`config.mk`:
```
export PLATFORM = sky130hd
export DESIGN_NAME = ftc_top
export DESIGN_NICKNAME = d
export VERILOG_FILES = /design/src/rtl/ftc_channel.v /design/src/rtl/ftc_top.v
export VERILOG_INCLUDE_DIRS = /design/src /design/src/rtl
export SDC_FILE = /design/constraint.sdc
export NUM_CORES = 1
export LEC_CHECK = 0
export BUFFER_PORTS_ARGS = -buffer_cell sky130_fd_sc_hd__buf_2
export CAP_MARGIN = 0
export CORE_MARGIN = 2
export CORE_UTILIZATION = 40
export DETAILED_ROUTE_END_ITERATION = 12
export GPL_TIMING_DRIVEN = 0
export MAX_ROUTING_LAYER = met4
export SYNTH_ARGS = -nofsm -noshare
export SYNTH_HDL_FRONTEND = slang
export SYNTH_SLANG_ARGS = --single-unit
```
`constraint.sdc`:
```
create_clock -name pclk -period 2.6 [get_ports pclk]
set_input_delay 0.13 -clock pclk [delete_from_list [all_inputs] [get_ports pclk]]
set_output_delay 0.13 -clock pclk [all_outputs]
set_load 0.02 [all_outputs]
```
`src/rtl/ftc_consts.vh`:
```
// constants for the fan tachometer counter
`ifndef FTC_CONSTS_VH
`define FTC_CONSTS_VH
// register indices; byte address is four times the index
`define FTC_IDX_CONFIG       8'h58
`define FTC_IDX_FIRST_COUNT  8'h59
`define FTC_IDX_SECOND_COUNT 8'h5A
// configuration fields
`define FTC_CFG_SPEED_SEL    1
`define FTC_CFG_MULT         3
`define FTC_CFG_FIRST_DIV_LO 4
`define FTC_CFG_FIRST_DIV_HI 5
`define FTC_CFG_SECOND_DIV_LO 6
`define FTC_CFG_SECOND_DIV_HI 7
// reset values: both divisor fields select 2, multiplier off
`define FTC_CFG_RESET        8'h50
`define FTC_COUNT_RESET      8'h00
`define FTC_COUNT_MAX        8'hFF
// divisor codes
`define FTC_DIV_1            2'h0
`define FTC_DIV_2            2'h1
`define FTC_DIV_4            2'h2
`define FTC_DIV_8            2'h3
// base internal count clock: pclk cycles per count tick
`define FTC_BASE_DIV         50
`endif

```
`src/rtl/ftc_channel.v`:
```
// one tachometer channel: pin sync, divisor prescaler, saturating counter, latch
`default_nettype none
`include "ftc_consts.vh"
module ftc_channel (
   input  wire       pclk,
   input  wire       presetn,
   input  wire       tick,
   input  wire [1:0] div_sel,
   input  wire       double_rate,
   input  wire       tach_pin,
   output reg  [7:0] count
);
   reg       sync_a;
   reg       sync_b;
   reg       prev;
   reg [2:0] pre;
   reg [7:0] run;
   wire      rise;
   wire      cnt_en;
   wire [8:0] sum;
   wire [2:0] limit;
   wire [7:0] step;
   wire       first_en;

   // divisor code to last prescaler value (divisor minus one)
   function [2:0] div_limit;
      input [1:0] sel;
      begin
         case (sel)
            `FTC_DIV_1: div_limit = 3'h0;
            `FTC_DIV_2: div_limit = 3'h1;
            `FTC_DIV_4: div_limit = 3'h3;
            default:    div_limit = 3'h7;
         endcase
      end
   endfunction

   assign limit  = div_limit(div_sel);
   assign rise   = sync_b & ~prev;
   assign cnt_en = tick & (pre >= limit);
   // doubling advances two counts per divided tick
   assign step     = double_rate ? 8'h02 : 8'h01;
   // a tick in the edge cycle opens the new period, so no tick is lost at the
   // boundary; the tick phase against the pin can still move the result by one
   assign first_en = tick & (limit == 3'h0);
   assign sum      = {1'b0, run} + {1'b0, step};

   // two-flop synchroniser, edge detect reads only the second stage
   always @(posedge pclk or negedge presetn) begin
      if (!presetn) begin
         sync_a <= 1'b0;
         sync_b <= 1'b0;
         prev   <= 1'b0;
      end else begin
         sync_a <= tach_pin;
         sync_b <= sync_a;
         prev   <= sync_b;
      end
   end

   // prescaler restarts with each pulse; >= copes with a divisor change mid-count
   always @(posedge pclk or negedge presetn) begin
      if (!presetn) begin
         pre <= 3'h0;
      end else if (rise) begin
         if (tick & (limit != 3'h0)) begin
            pre <= 3'h1;
         end else begin
            pre <= 3'h0;
         end
      end else if (tick) begin
         if (pre >= limit) begin
            pre <= 3'h0;
         end else begin
            pre <= pre + 3'h1;
         end
      end
   end

   // period counter; latch the finished pulse on each rising edge
   always @(posedge pclk or negedge presetn) begin
      if (!presetn) begin
         run   <= `FTC_COUNT_RESET;
         count <= `FTC_COUNT_RESET;
      end else if (rise) begin
         count <= run;
         run   <= first_en ? step : `FTC_COUNT_RESET;
      end else if (cnt_en) begin
         if (sum[8]) begin
            run <= `FTC_COUNT_MAX;
         end else begin
            run <= sum[7:0];
         end
      end
   end
endmodule // ftc_channel
`default_nettype wire

```
`src/rtl/ftc_top.v`:
```
// fan tachometer counter with APB register access
//
// Summary of operation
// - With the multiplier bit set, the second fan's count rate is doubled; clear, no doubling.
// - The first fan count clock is divided by 1, 2, 4 or 8 per config bits 5:4.
// - The second fan count clock is divided by 1, 2, 4 or 8 per config bits 7:6.
// - After reset both divisor fields select a divisor of 2.
// - The first fan's result is an 8-bit count readable by software.
// - The counter advances once per divided count tick during each fan pulse period.
// - At the end of each pulse the final count is latched, so the register holds the last pulse.
`default_nettype none
`include "ftc_consts.vh"

// register map (byte address is four times the register index)
//   config word        read/write, reset value selects divisor 2 for both fans
//     bit 1            speed select, stored only; it has no effect on counting here
//     bit 3            second fan rate doubling
//     bits 5:4         first fan divisor code: 0 -> 1, 1 -> 2, 2 -> 4, 3 -> 8
//     bits 7:6         second fan divisor code, same encoding
//     other bits       stored and read back
//   first count word   read only, the finished count of the last first fan pulse
//   second count word  read only, the same for the second fan
//   any other address  reads as zero with an error response
//
// bus timing
//   zero wait states: ready is tied high
//   read data is captured at the end of the setup cycle and held until the next
//   read setup, so it is already stable when the access cycle samples it
//   a write lands at the end of the access cycle
//   writes to the count words and misaligned accesses are refused with an error
//
// count timing
//   a base tick fires once every BASE_DIV clocks; each fan divides it further
//   the tach pins are resynchronised, so a pin edge is seen three clocks late
//   a rising pin edge ends the period: the running count is latched and restarts
//   the running count stops at its maximum rather than wrapping
//   a changed divisor acts at the next tick; the >= compare never strands it
//   the first result after reset or after a divisor change covers a partial
//   period, so software should let two pulses pass before it trusts a reading
//
// reset
//   the asynchronous reset doubles as the standby supply power-on reset
//   it clears both counts, restores the configuration default and idles the bus
//   assertion may come at any time; release should be clean against the clock
//
// limitation: the period is measured between rising edges only, so duty cycle
// does not matter, but pulses shorter than two clocks high or low may be missed
module ftc_top #(
   parameter BASE_DIV = `FTC_BASE_DIV
) (
   input  wire        pclk,
   input  wire        presetn,
   input  wire        psel,
   input  wire        penable,
   input  wire        pwrite,
   input  wire [11:0] paddr,
   input  wire [31:0] pwdata,
   output reg  [31:0] prdata,
   output wire        pready,
   output wire        pslverr,
   input  wire        first_fan_tach,
   input  wire        second_fan_tach
);
   // the block serves exactly two fans; the channel wiring below is sized by it
   localparam NUM_FANS = 2;

   reg  [7:0]            config_reg;
   reg  [7:0]            next_config;
   reg  [31:0]           next_prdata;
   reg  [15:0]           base_cnt;
   reg  [15:0]           next_base_cnt;
   reg                   tick;
   reg                   next_tick;
   wire [NUM_FANS-1:0]   tach_in;
   wire [NUM_FANS-1:0]   double_in;
   wire [2*NUM_FANS-1:0] div_in;
   wire [8*NUM_FANS-1:0] count_all;
   wire [7:0]            first_count;
   wire [7:0]            second_count;
   wire                  hit_cfg;
   wire                  hit_first;
   wire                  hit_second;
   wire                  mapped;
   wire                  setup;
   wire                  access;
   wire                  rd_setup;
   wire                  wr_cfg;
   wire                  refused;

   // true when an address is the aligned word of the given register index
   function reg_hit;
      input [11:0] addr;
      input [7:0]  idx;
      begin
         reg_hit = (addr[1:0] == 2'h0) && (addr[11:2] == {2'h0, idx});
      end
   endfunction

   // an 8-bit register as a bus word, upper bits zero
   function [31:0] pad_word;
      input [7:0] value;
      begin
         pad_word = {24'h000000, value};
      end
   endfunction

   // bus phase and address decode; a misaligned address matches no register
   assign setup      = psel & ~penable;
   assign access     = psel & penable;
   assign rd_setup   = setup & ~pwrite;
   assign hit_cfg    = reg_hit(paddr, `FTC_IDX_CONFIG);
   assign hit_first  = reg_hit(paddr, `FTC_IDX_FIRST_COUNT);
   assign hit_second = reg_hit(paddr, `FTC_IDX_SECOND_COUNT);
   assign mapped     = hit_cfg | hit_first | hit_second;
   assign wr_cfg     = access & pwrite & hit_cfg;
   // writes to the count words are refused like unmapped addresses
   assign refused    = ~mapped | (pwrite & ~hit_cfg);

   // zero wait states; read data is captured in the setup cycle
   assign pready  = 1'b1;
   // the error flag stands only in the access cycle
   assign pslverr = access & refused;

   // base tick divider; the tick is registered so every channel sees it in the
   // same cycle, at the cost of one clock of latency that the count never notices
   always @* begin
      if (base_cnt >= BASE_DIV[15:0] - 16'h0001) begin
         next_base_cnt = 16'h0000;
         next_tick     = 1'b1;
      end else begin
         next_base_cnt = base_cnt + 16'h0001;
         next_tick     = 1'b0;
      end
   end

   // base tick flops, cleared so the first tick comes a full span after reset
   always @(posedge pclk or negedge presetn) begin
      if (!presetn) begin
         base_cnt <= 16'h0000;
         tick     <= 1'b0;
      end else begin
         base_cnt <= next_base_cnt;
         tick     <= next_tick;
      end
   end

   // next configuration word; a write lands at the end of the access cycle
   always @* begin
      next_config = config_reg;
      if (wr_cfg) begin
         next_config = pwdata[7:0];
      end
   end

   // configuration register; reset selects divisor 2 on both fans
   always @(posedge pclk or negedge presetn) begin
      if (!presetn) begin
         config_reg <= `FTC_CFG_RESET;
      end else begin
         config_reg <= next_config;
      end
   end

   // read select; holding the word outside read setups keeps it stable
   // for the whole access cycle, and unmapped reads return zero
   always @* begin
      next_prdata = prdata;
      if (rd_setup) begin
         if (hit_cfg) begin
            next_prdata = pad_word(config_reg);
         end else if (hit_first) begin
            next_prdata = pad_word(first_count);
         end else if (hit_second) begin
            next_prdata = pad_word(second_count);
         end else begin
            next_prdata = 32'h00000000;
         end
      end
   end

   // read data flop
   always @(posedge pclk or negedge presetn) begin
      if (!presetn) begin
         prdata <= 32'h00000000;
      end else begin
         prdata <= next_prdata;
      end
   end

   // per-fan wiring; only the second fan can be doubled
   assign tach_in      = {second_fan_tach, first_fan_tach};
   assign div_in       = {config_reg[`FTC_CFG_SECOND_DIV_HI:`FTC_CFG_SECOND_DIV_LO],
                          config_reg[`FTC_CFG_FIRST_DIV_HI:`FTC_CFG_FIRST_DIV_LO]};
   assign double_in    = {config_reg[`FTC_CFG_MULT], 1'b0};
   assign first_count  = count_all[7:0];
   assign second_count = count_all[15:8];

   // one measuring channel per fan, all sharing the base tick
   genvar fan;
   generate
      for (fan = 0; fan < NUM_FANS; fan = fan + 1) begin : g_fan
         ftc_channel ftc_channel_inst (
            .pclk        (pclk),
            .presetn     (presetn),
            .tick        (tick),
            .div_sel     (div_in[2*fan+1:2*fan]),
            .double_rate (double_in[fan]),
            .tach_pin    (tach_in[fan]),
            .count       (count_all[8*fan+7:8*fan])
         );
      end
   endgenerate
endmodule // ftc_top
`default_nettype wire

```
==> results of run 1 <==
[metal layers]
metal  share of wire  GRT usage  vias up
li1                -          -     1461
met1            0.47     0.2276     1418
met2            0.48     0.2624       60
met3           0.038    0.04141       15
met4           0.015    0.06757        0
met5               0          -        -
[area by class of cell]
type | instances | area, sq um | share of cell area
sequential | 77 | 1929 | 0.4187
multi-input combinational | 276 | 1642 | 0.3562
timing repair buffer | 44 | 290.3 | 0.06299
buffer | 39 | 247.7 | 0.05376
clock inverter | 7 | 146.4 | 0.03177
tap | 111 | 138.9 | 0.03014
clock buffer | 9 | 123.9 | 0.02688
inverter | 24 | 90.09 | 0.01955
[cells in the final DEF, fill, tap and decap left out, types with 6 or more instances in the layout]
cell type	count
buf_4	27
nand2_1	56
clkbuf_8	9
dfrtp_1	75
clkbuf_1	10
a21oi_1	23
a211oi_1	8
mux2_2	10
a31oi_1	11
o31ai_1	7
ha_1	14
buf_2	35
nand3_1	10
nor2b_1	6
dlygate4sd3_1	9
conb_1	35
inv_1	24
o21ai_0	9
nor2_1	26
[per-stage QoR]
step	setup slack (ns)	cell area [sq um]
3_3_place_gp	0.1967	4213
2_1_floorplan	0.5304	3904
6_report	0.2324	4608
4_1_cts	0.1279	4583
3_5_place_dp	0.1314	4243
5_1_grt	0.01776	4608
[worst max-delay path: stages, from the launching register on]
cell and delay, ns:
dfstp_2 0.59, nand2_1 0.07, ha_1 0.32, a21o_1 0.20
a31oi_1 0.57, nor2_1 0.21, a221oi_1 0.31
[kinds of logic after synthesis]
kind of cell    after synthesis  share of synthesized area
xor+xnor                      3                   0.006953
simple gates                132                     0.1698
other cells                   2                   0.001987
mux                          10                    0.02979
flops                        77                     0.5104
fa+ha+maj                    16                    0.05429
buf+inv                      63                    0.08938
compound gates               80                     0.1374
[path summary, 6_finish.rpt]
kind	startpoint	endpoint	slack, ns
worst max-delay path	config_reg[6]	g_fan[1].ftc_channel_inst.run[3]	0.23
worst min-delay path	pwdata[2]	config_reg[2]	0.02
worst max register to register	config_reg[6]	g_fan[1].ftc_channel_inst.run[3]	0.23
worst min register to register	g_fan[1].ftc_channel_inst.sync_a	g_fan[1].ftc_channel_inst.sync_b	0.35
max in group asynchronous	presetn	config_reg[4]	1.80
min in group asynchronous	presetn	prdata[3]	0.19
[power by group through the flow]
stage,Clock [mW],Combinational [mW],Sequential [mW]
after floorplan,0,0.277,1.40
after global placement,0,0.358,1.43
after detailed placement,0,0.372,1.43
after CTS,1.23,0.382,1.41
after global routing,1.29,0.436,1.43
final,1.20,0.384,1.41
[synth_stat cells (4+ instances only)]
cell type / number / area (sq um)
a211oi_1: 8 / 60.06
nand3_1: 10 / 50.05
nand2_1: 56 / 210.2
inv_1: 24 / 90.09
nor2_1: 26 / 97.59
buf_4: 26 / 195.2
nor4_1: 4 / 25.02
o31ai_1: 7 / 52.55
clkbuf_1: 10 / 37.54
dfrtp_1: 75 / 1877
nor3_1: 6 / 30.03
ha_1: 14 / 175.2
a21oi_1: 23 / 115.1
mux2_2: 10 / 112.6
o21ai_0: 9 / 45.04
nor2b_1: 6 / 37.54
a31oi_1: 11 / 68.82
[repair_timing]
action | in CTS | in global routing
gates resized for setup | 0 | 1
endpoints found under the hold margin | 82 | 2
setup endpoints to repair | 0 | 2
hold buffers | 7 | 2
==> results by group, run 1 <==
CTS
  • H-tree depth: 3
  • Clk buf depth: 2
  • Post-CTS setup buffer count: 0
  • CTS Sinks: 77
  • Clock Tree Root: clkbuf_8
  • Clock-pin slew on the worst setup and hold paths: 0.08 ns
  • Clk_lat worst skew: 0.35 ns
  • TritonCTS clock tree: yes
  • Total CTS buffers: 9

Run status
  • Status: completed

Route
  • Total wire length: 7.919 mm
  • Vias: about 3,000
  • Routed Antenna Nets: 0
  • Post-DR vias/cell: ~5.0
  • Detailed Route Iter0 Violations: 138
  • Pre-Repair DR Iteration Count: 4
  • Average wire per standard cell: 13.49 um
  • Drc violations: 0

Timing
  • Worst slew pin tran: 0.7528 ns
  • Max Transition Viols Final: 0
  • Period minus WS final: 2.368 ns
  • Min Hold Slack: between 0.015 and 0.02 ns
  • Clock Skew: 0.003801 ns
  • Final hold violations: 0
  • Fin crit share: 0.9106
  • Finish-stage setup viols: 0
  • RSZ-0062 raised after global routing: no
  • Worst relative slew slack: 0.4958
  • Post-Route Setup TNS: 0 ns
  • Fmax: 0.4224 GHz

Critical path
  • Setup crit start kind: register
  • FF-to-FF path depth: 6
  • Worst EP required: between 2 and 3 ns
  • CP Max Fanout: 8
  • Crit Path Category: register to register
  • Crit path DAT: 2.62 ns
  • Endpoint class of the critical path: register

Layout
  • Fin util: 0.5011
  • Layout area overhead: 21.91%
  • Cell Count, Final, Fillers Out: 587
  • Nets: between 500 and 600
  • Share of layout cells above drive strength 1: 0.2017
  • ANT cells: 0
  • Top flop regs: base_cnt x16, g_fan.ftc_channel_inst.count x16, g_fan.ftc_channel_inst.run x16
  • Final-layout fill cell count: 854

Pwr
  • Switch Pwr: 0.7735 mW
  • Pwr per Cell Area: 649.5 nW/um^2
  • Flop pwr share: 0.471
  • Sw frac: 0.2584
  • Cell-internal power: between 2 and 2.5 mW
  • Leakage power total: between 2 and 2.5 nW
  • VDD IR max: ~0.36 mV
  • Power after layout: 2.993 mW
  • Logic pwr share: 0.128
  • Clock network power share: 0.401

GRT
  • Largest net degree at the start of global routing: 61
  • Vias in the first global route: 2,867
  • Initial antenna violation count: 0
  • Total GRT Usage: 0.1739
  • First-pass GRT wire length: 13.60 mm
  • Overflow after GRT: 0

Placed design
  • Placed cells: approximately 560
  • DP Wirelength: roughly 5.7 mm
  • PortBufs: 34
  • Gpl congestion: 0.9180

Yosys
  • Avg Cell Area, Syn: 9.869 sq um
  • Yosys warns: 0
  • Synth unique cells: 54
  • Syn Std Cell Area: 3780 sq um
  • Async set-reset flop share out of synthesis: 1.000
  • Post-synth EDFFs: 0
  • Syn Inst Count: 383
  • Yosys reg bits: 77
  • Sequential cell area fraction in the yosys report: 0.5104
  • Synth Flop Type: dfrtp_1

Floorplan
  • # IOs: between 80 and 90
  • Placeable Area: 9196 sq um
  • Die Span Y: about 100 um
  • Rows: 35
  • Die width: 101.2 um
  • Initial Util: 0.4110
  • Die area: roughly 10,000 sq um

Flow run
  • Total of max-cap violations: 0

Min path
  • WHS Path Cells: 2
  • Hold Crit Class: input pin to register
Power figures use the tool's default switching activity.
==> run 2, diff against run 1 <==
- CORE_ASPECT_RATIO: unset -> 1.2
==> run 2 against run 1 <==
Effect of this change: clock power fell by 26%; clock skew rose by 0.012 ns; sequential cell count did not move; count of clock-buffer cells in the layout rose by 2; largest cell class unchanged.
==> results by group, run 2 (synthesis results as in run 1) <==
Run status
  • Status: completed (unchanged)

GRT
  • First-pass GRT wire length: 13.51 mm (was 13.60 mm)
  • Largest net degree at the start of global routing: 73 (was 61)
  • Overflow after GRT: 0 (unchanged)
  • Vias in the first global route: 2,869 (was 2,867)
  • Total GRT Usage: 0.1684 (was 0.1739)
  • Initial antenna violation count: 0 (unchanged)

Pwr
  • Power after layout: 2.690 mW (was 2.993 mW)
  • Flop pwr share: 0.525 (was 0.471)
  • Logic pwr share: 0.143 (was 0.128)
  • Switch Pwr: 0.7680 mW (was 0.7735 mW)
  • VDD IR max: 0.2928 mV (was 0.3557 mV)
  • Leakage power total: 2.155 nW (was 2.212 nW)
  • Sw frac: 0.2855 (was 0.2584)
  • Cell-internal power: 1.922 mW (was 2.220 mW)
  • Clock network power share: 0.332 (was 0.401)
  • Pwr per Cell Area: 595.5 nW/um^2 (was 649.5 nW/um^2)

CTS
  • Total CTS buffers: 9 (unchanged)
  • Clk buf depth: 2 (unchanged)
  • Clock-pin slew on the worst setup and hold paths: 0.09 ns (was 0.08 ns)
  • CTS Sinks: 77 (unchanged)
  • Clock Tree Root: clkbuf_8 (unchanged)
  • Clk_lat worst skew: 0.36 ns (was 0.35 ns)
  • Post-CTS setup buffer count: 0 (unchanged)
  • H-tree depth: 3 (unchanged)
  • TritonCTS clock tree: yes (unchanged)

Critical path
  • CP bufs+invs: 2 (was 0)
  • Setup crit start kind: register (unchanged)
  • Endpoint class of the critical path: register (unchanged)
  • Levels on crit path: 7 (was 6)
  • FF-to-FF path depth: 7 (was 6)
  • Crit path DAT: 2.68 ns (was 2.62 ns)
  • CP dominant cell by count: inv_1
  • Crit path largest cell delay: 0.57 ns (was 0.59 ns)
  • CP Max Fanout: 6 (was 8)
  • Crit Path Category: register to register (unchanged)
  • Crit path cell chain: inv_1 > ha_1 > inv_1 > fa_1 > nor3_1 > o211ai_1 > a221oi_1 (was nand2_1 > ha_1 > a21o_1 > a31oi_1 > nor2_1 > a221oi_1)
  • Worst EP required: 2.84 ns (was 2.85 ns)
  • CP max stage cell: nor3_1 (was dfstp_2)
  • Largest delay share family, worst path: adder cells (was compound AO/OA/AOI/OAI gates)

Timing
  • Worst relative slew slack: 0.4722 (was 0.4958)
  • Fin crit share: 0.9374 (was 0.9106)
  • Fmax: 0.4103 GHz (was 0.4224 GHz)
  • Finish-stage setup viols: 0 (unchanged)
  • Period minus WS final: 2.437 ns (was 2.368 ns)
  • Clock Skew: 0.01606 ns (was 0.003801 ns)
  • RSZ-0062 raised after global routing: no (unchanged)
  • Max Transition Viols Final: 0 (unchanged)
  • Final hold violations: 0 (unchanged)
  • Worst slew pin tran: 0.7880 ns (was 0.7528 ns)
  • Post-Route Setup TNS: 0 ns (unchanged)

Floorplan
  • Initial Util: 0.4141 (was 0.4110)
  • Rows: 38 (was 35)
  • Die area: 10,250 sq um (was 10,240 sq um)
  • Die width: 92.74 um (was 101.2 um)
  • Die Span Y: 110.5 um (was 101.2 um)
  • # IOs: 85 (unchanged)
  • Placeable Area: 9129 sq um (was 9196 sq um)

Route
  • Average wire per standard cell: 13.30 um (was 13.49 um)
  • Vias: 2,950 (was 2,954)
  • Total wire length: 7.900 mm (was 7.919 mm)
  • Drc violations: 0 (unchanged)
  • Pre-Repair DR Iteration Count: 4 (unchanged)
  • Routed Antenna Nets: 0 (unchanged)
  • Post-DR vias/cell: 4.966 (was 5.032)
  • Detailed Route Iter0 Violations: 118 (was 138)

Placed design
  • PortBufs: 34 (unchanged)
  • Gpl congestion: 0.8382 (was 0.9180)
  • DP Wirelength: 5.617 mm (was 5.725 mm)

Layout
  • Top flop regs: base_cnt x16, g_fan.ftc_channel_inst.count x16, g_fan.ftc_channel_inst.run x16 (unchanged)
  • Share of layout cells above drive strength 1: 0.1962 (was 0.2017)
  • Nets: 535 (was 537)
  • Commonest non-fill, non-tap cell in the layout: dfrtp_1 (unchanged)
  • ANT cells: 0 (unchanged)
  • Highest-count cells in the layout ignoring fill and taps: 75 x dfrtp_1, 56 x nand2_1, 35 x buf_2, 35 x conb_1, 27 x buf_4 (unchanged)
  • Layout area overhead: 19.50% (was 21.91%)

Flow run
  • Total of max-cap violations: 0 (unchanged)

Min path
  • WHS Path Cells: 2 (unchanged)
  • Hold Crit Class: input pin to register (unchanged)
run 2: routing by layer:
layer	vias to the layer above	global-route usage	part of all wire
met3	16	0.02660	0.049
met4	0	0.08431	0.023
met2	80	0.2681	0.47
li1	1455	-	-
met5	-	-	0
met1	1399	0.2079	0.45
run 2: layout make-up:
class | instances | area [sq um]
fillers | 902 | 4612
flip-flops and latches | 77 | 1929
multi-input cells | 276 | 1637
repair buffers | 42 | 270.3
plain buffers | 39 | 247.7
well taps | 120 | 150.1
clock buffers | 11 | 131.4
inverters | 24 | 90.09
clock inverters | 5 | 61.31
run 2: metrics by stage:
stage	hold WS (ns)	utilization	instance area [sq um]	worst slack, ns	instances
after global routing	0.007648	0.4948	4517	0.009859	594
final	0.008854	0.4948	4517	0.1628	594
after CTS	0.001021	0.4948	4517	0.1716	594
after detailed placement	-0.04378	0.4660	4254	0.2124	571
after global placement	0.2379	0.4627	4224	0.2316	570
after floorplan	-0.1656	-	3904	0.5304	416
run 2: worst paths after layout:
kind                       slack, ns                              from                               end
setup / recovery                0.16                     config_reg[3]  g_fan[1].ftc_channel_inst.run[3]
hold / removal                 0.009                         pwdata[7]                     config_reg[7]
setup reg to reg                0.16                     config_reg[3]  g_fan[1].ftc_channel_inst.run[3]
hold reg to reg                 0.35  g_fan[1].ftc_channel_inst.sync_a  g_fan[1].ftc_channel_inst.sync_b
max in group asynchronous       1.87                           presetn                     config_reg[6]
min in group asynchronous       0.13                           presetn  g_fan[0].ftc_channel_inst.pre[0]
run 2: timing repair:
item                                   CTS  global route
endpoints found under the hold margin   81             0
hold buffers                             7             0
resized for setup                        0             0
run 2: power by group through the flow:
| stage | clock (mW) | sequential (mW) | combinational, mW |
|---|---|---|---|
| CTS | 0.911 | 1.41 | 0.385 |
| global route | 0.958 | 1.43 | 0.441 |
| detailed placement | 0 | 1.43 | 0.375 |
| global placement | 0 | 1.42 | 0.360 |
| floorplan | 0 | 1.40 | 0.277 |
| finish | 0.893 | 1.41 | 0.385 |
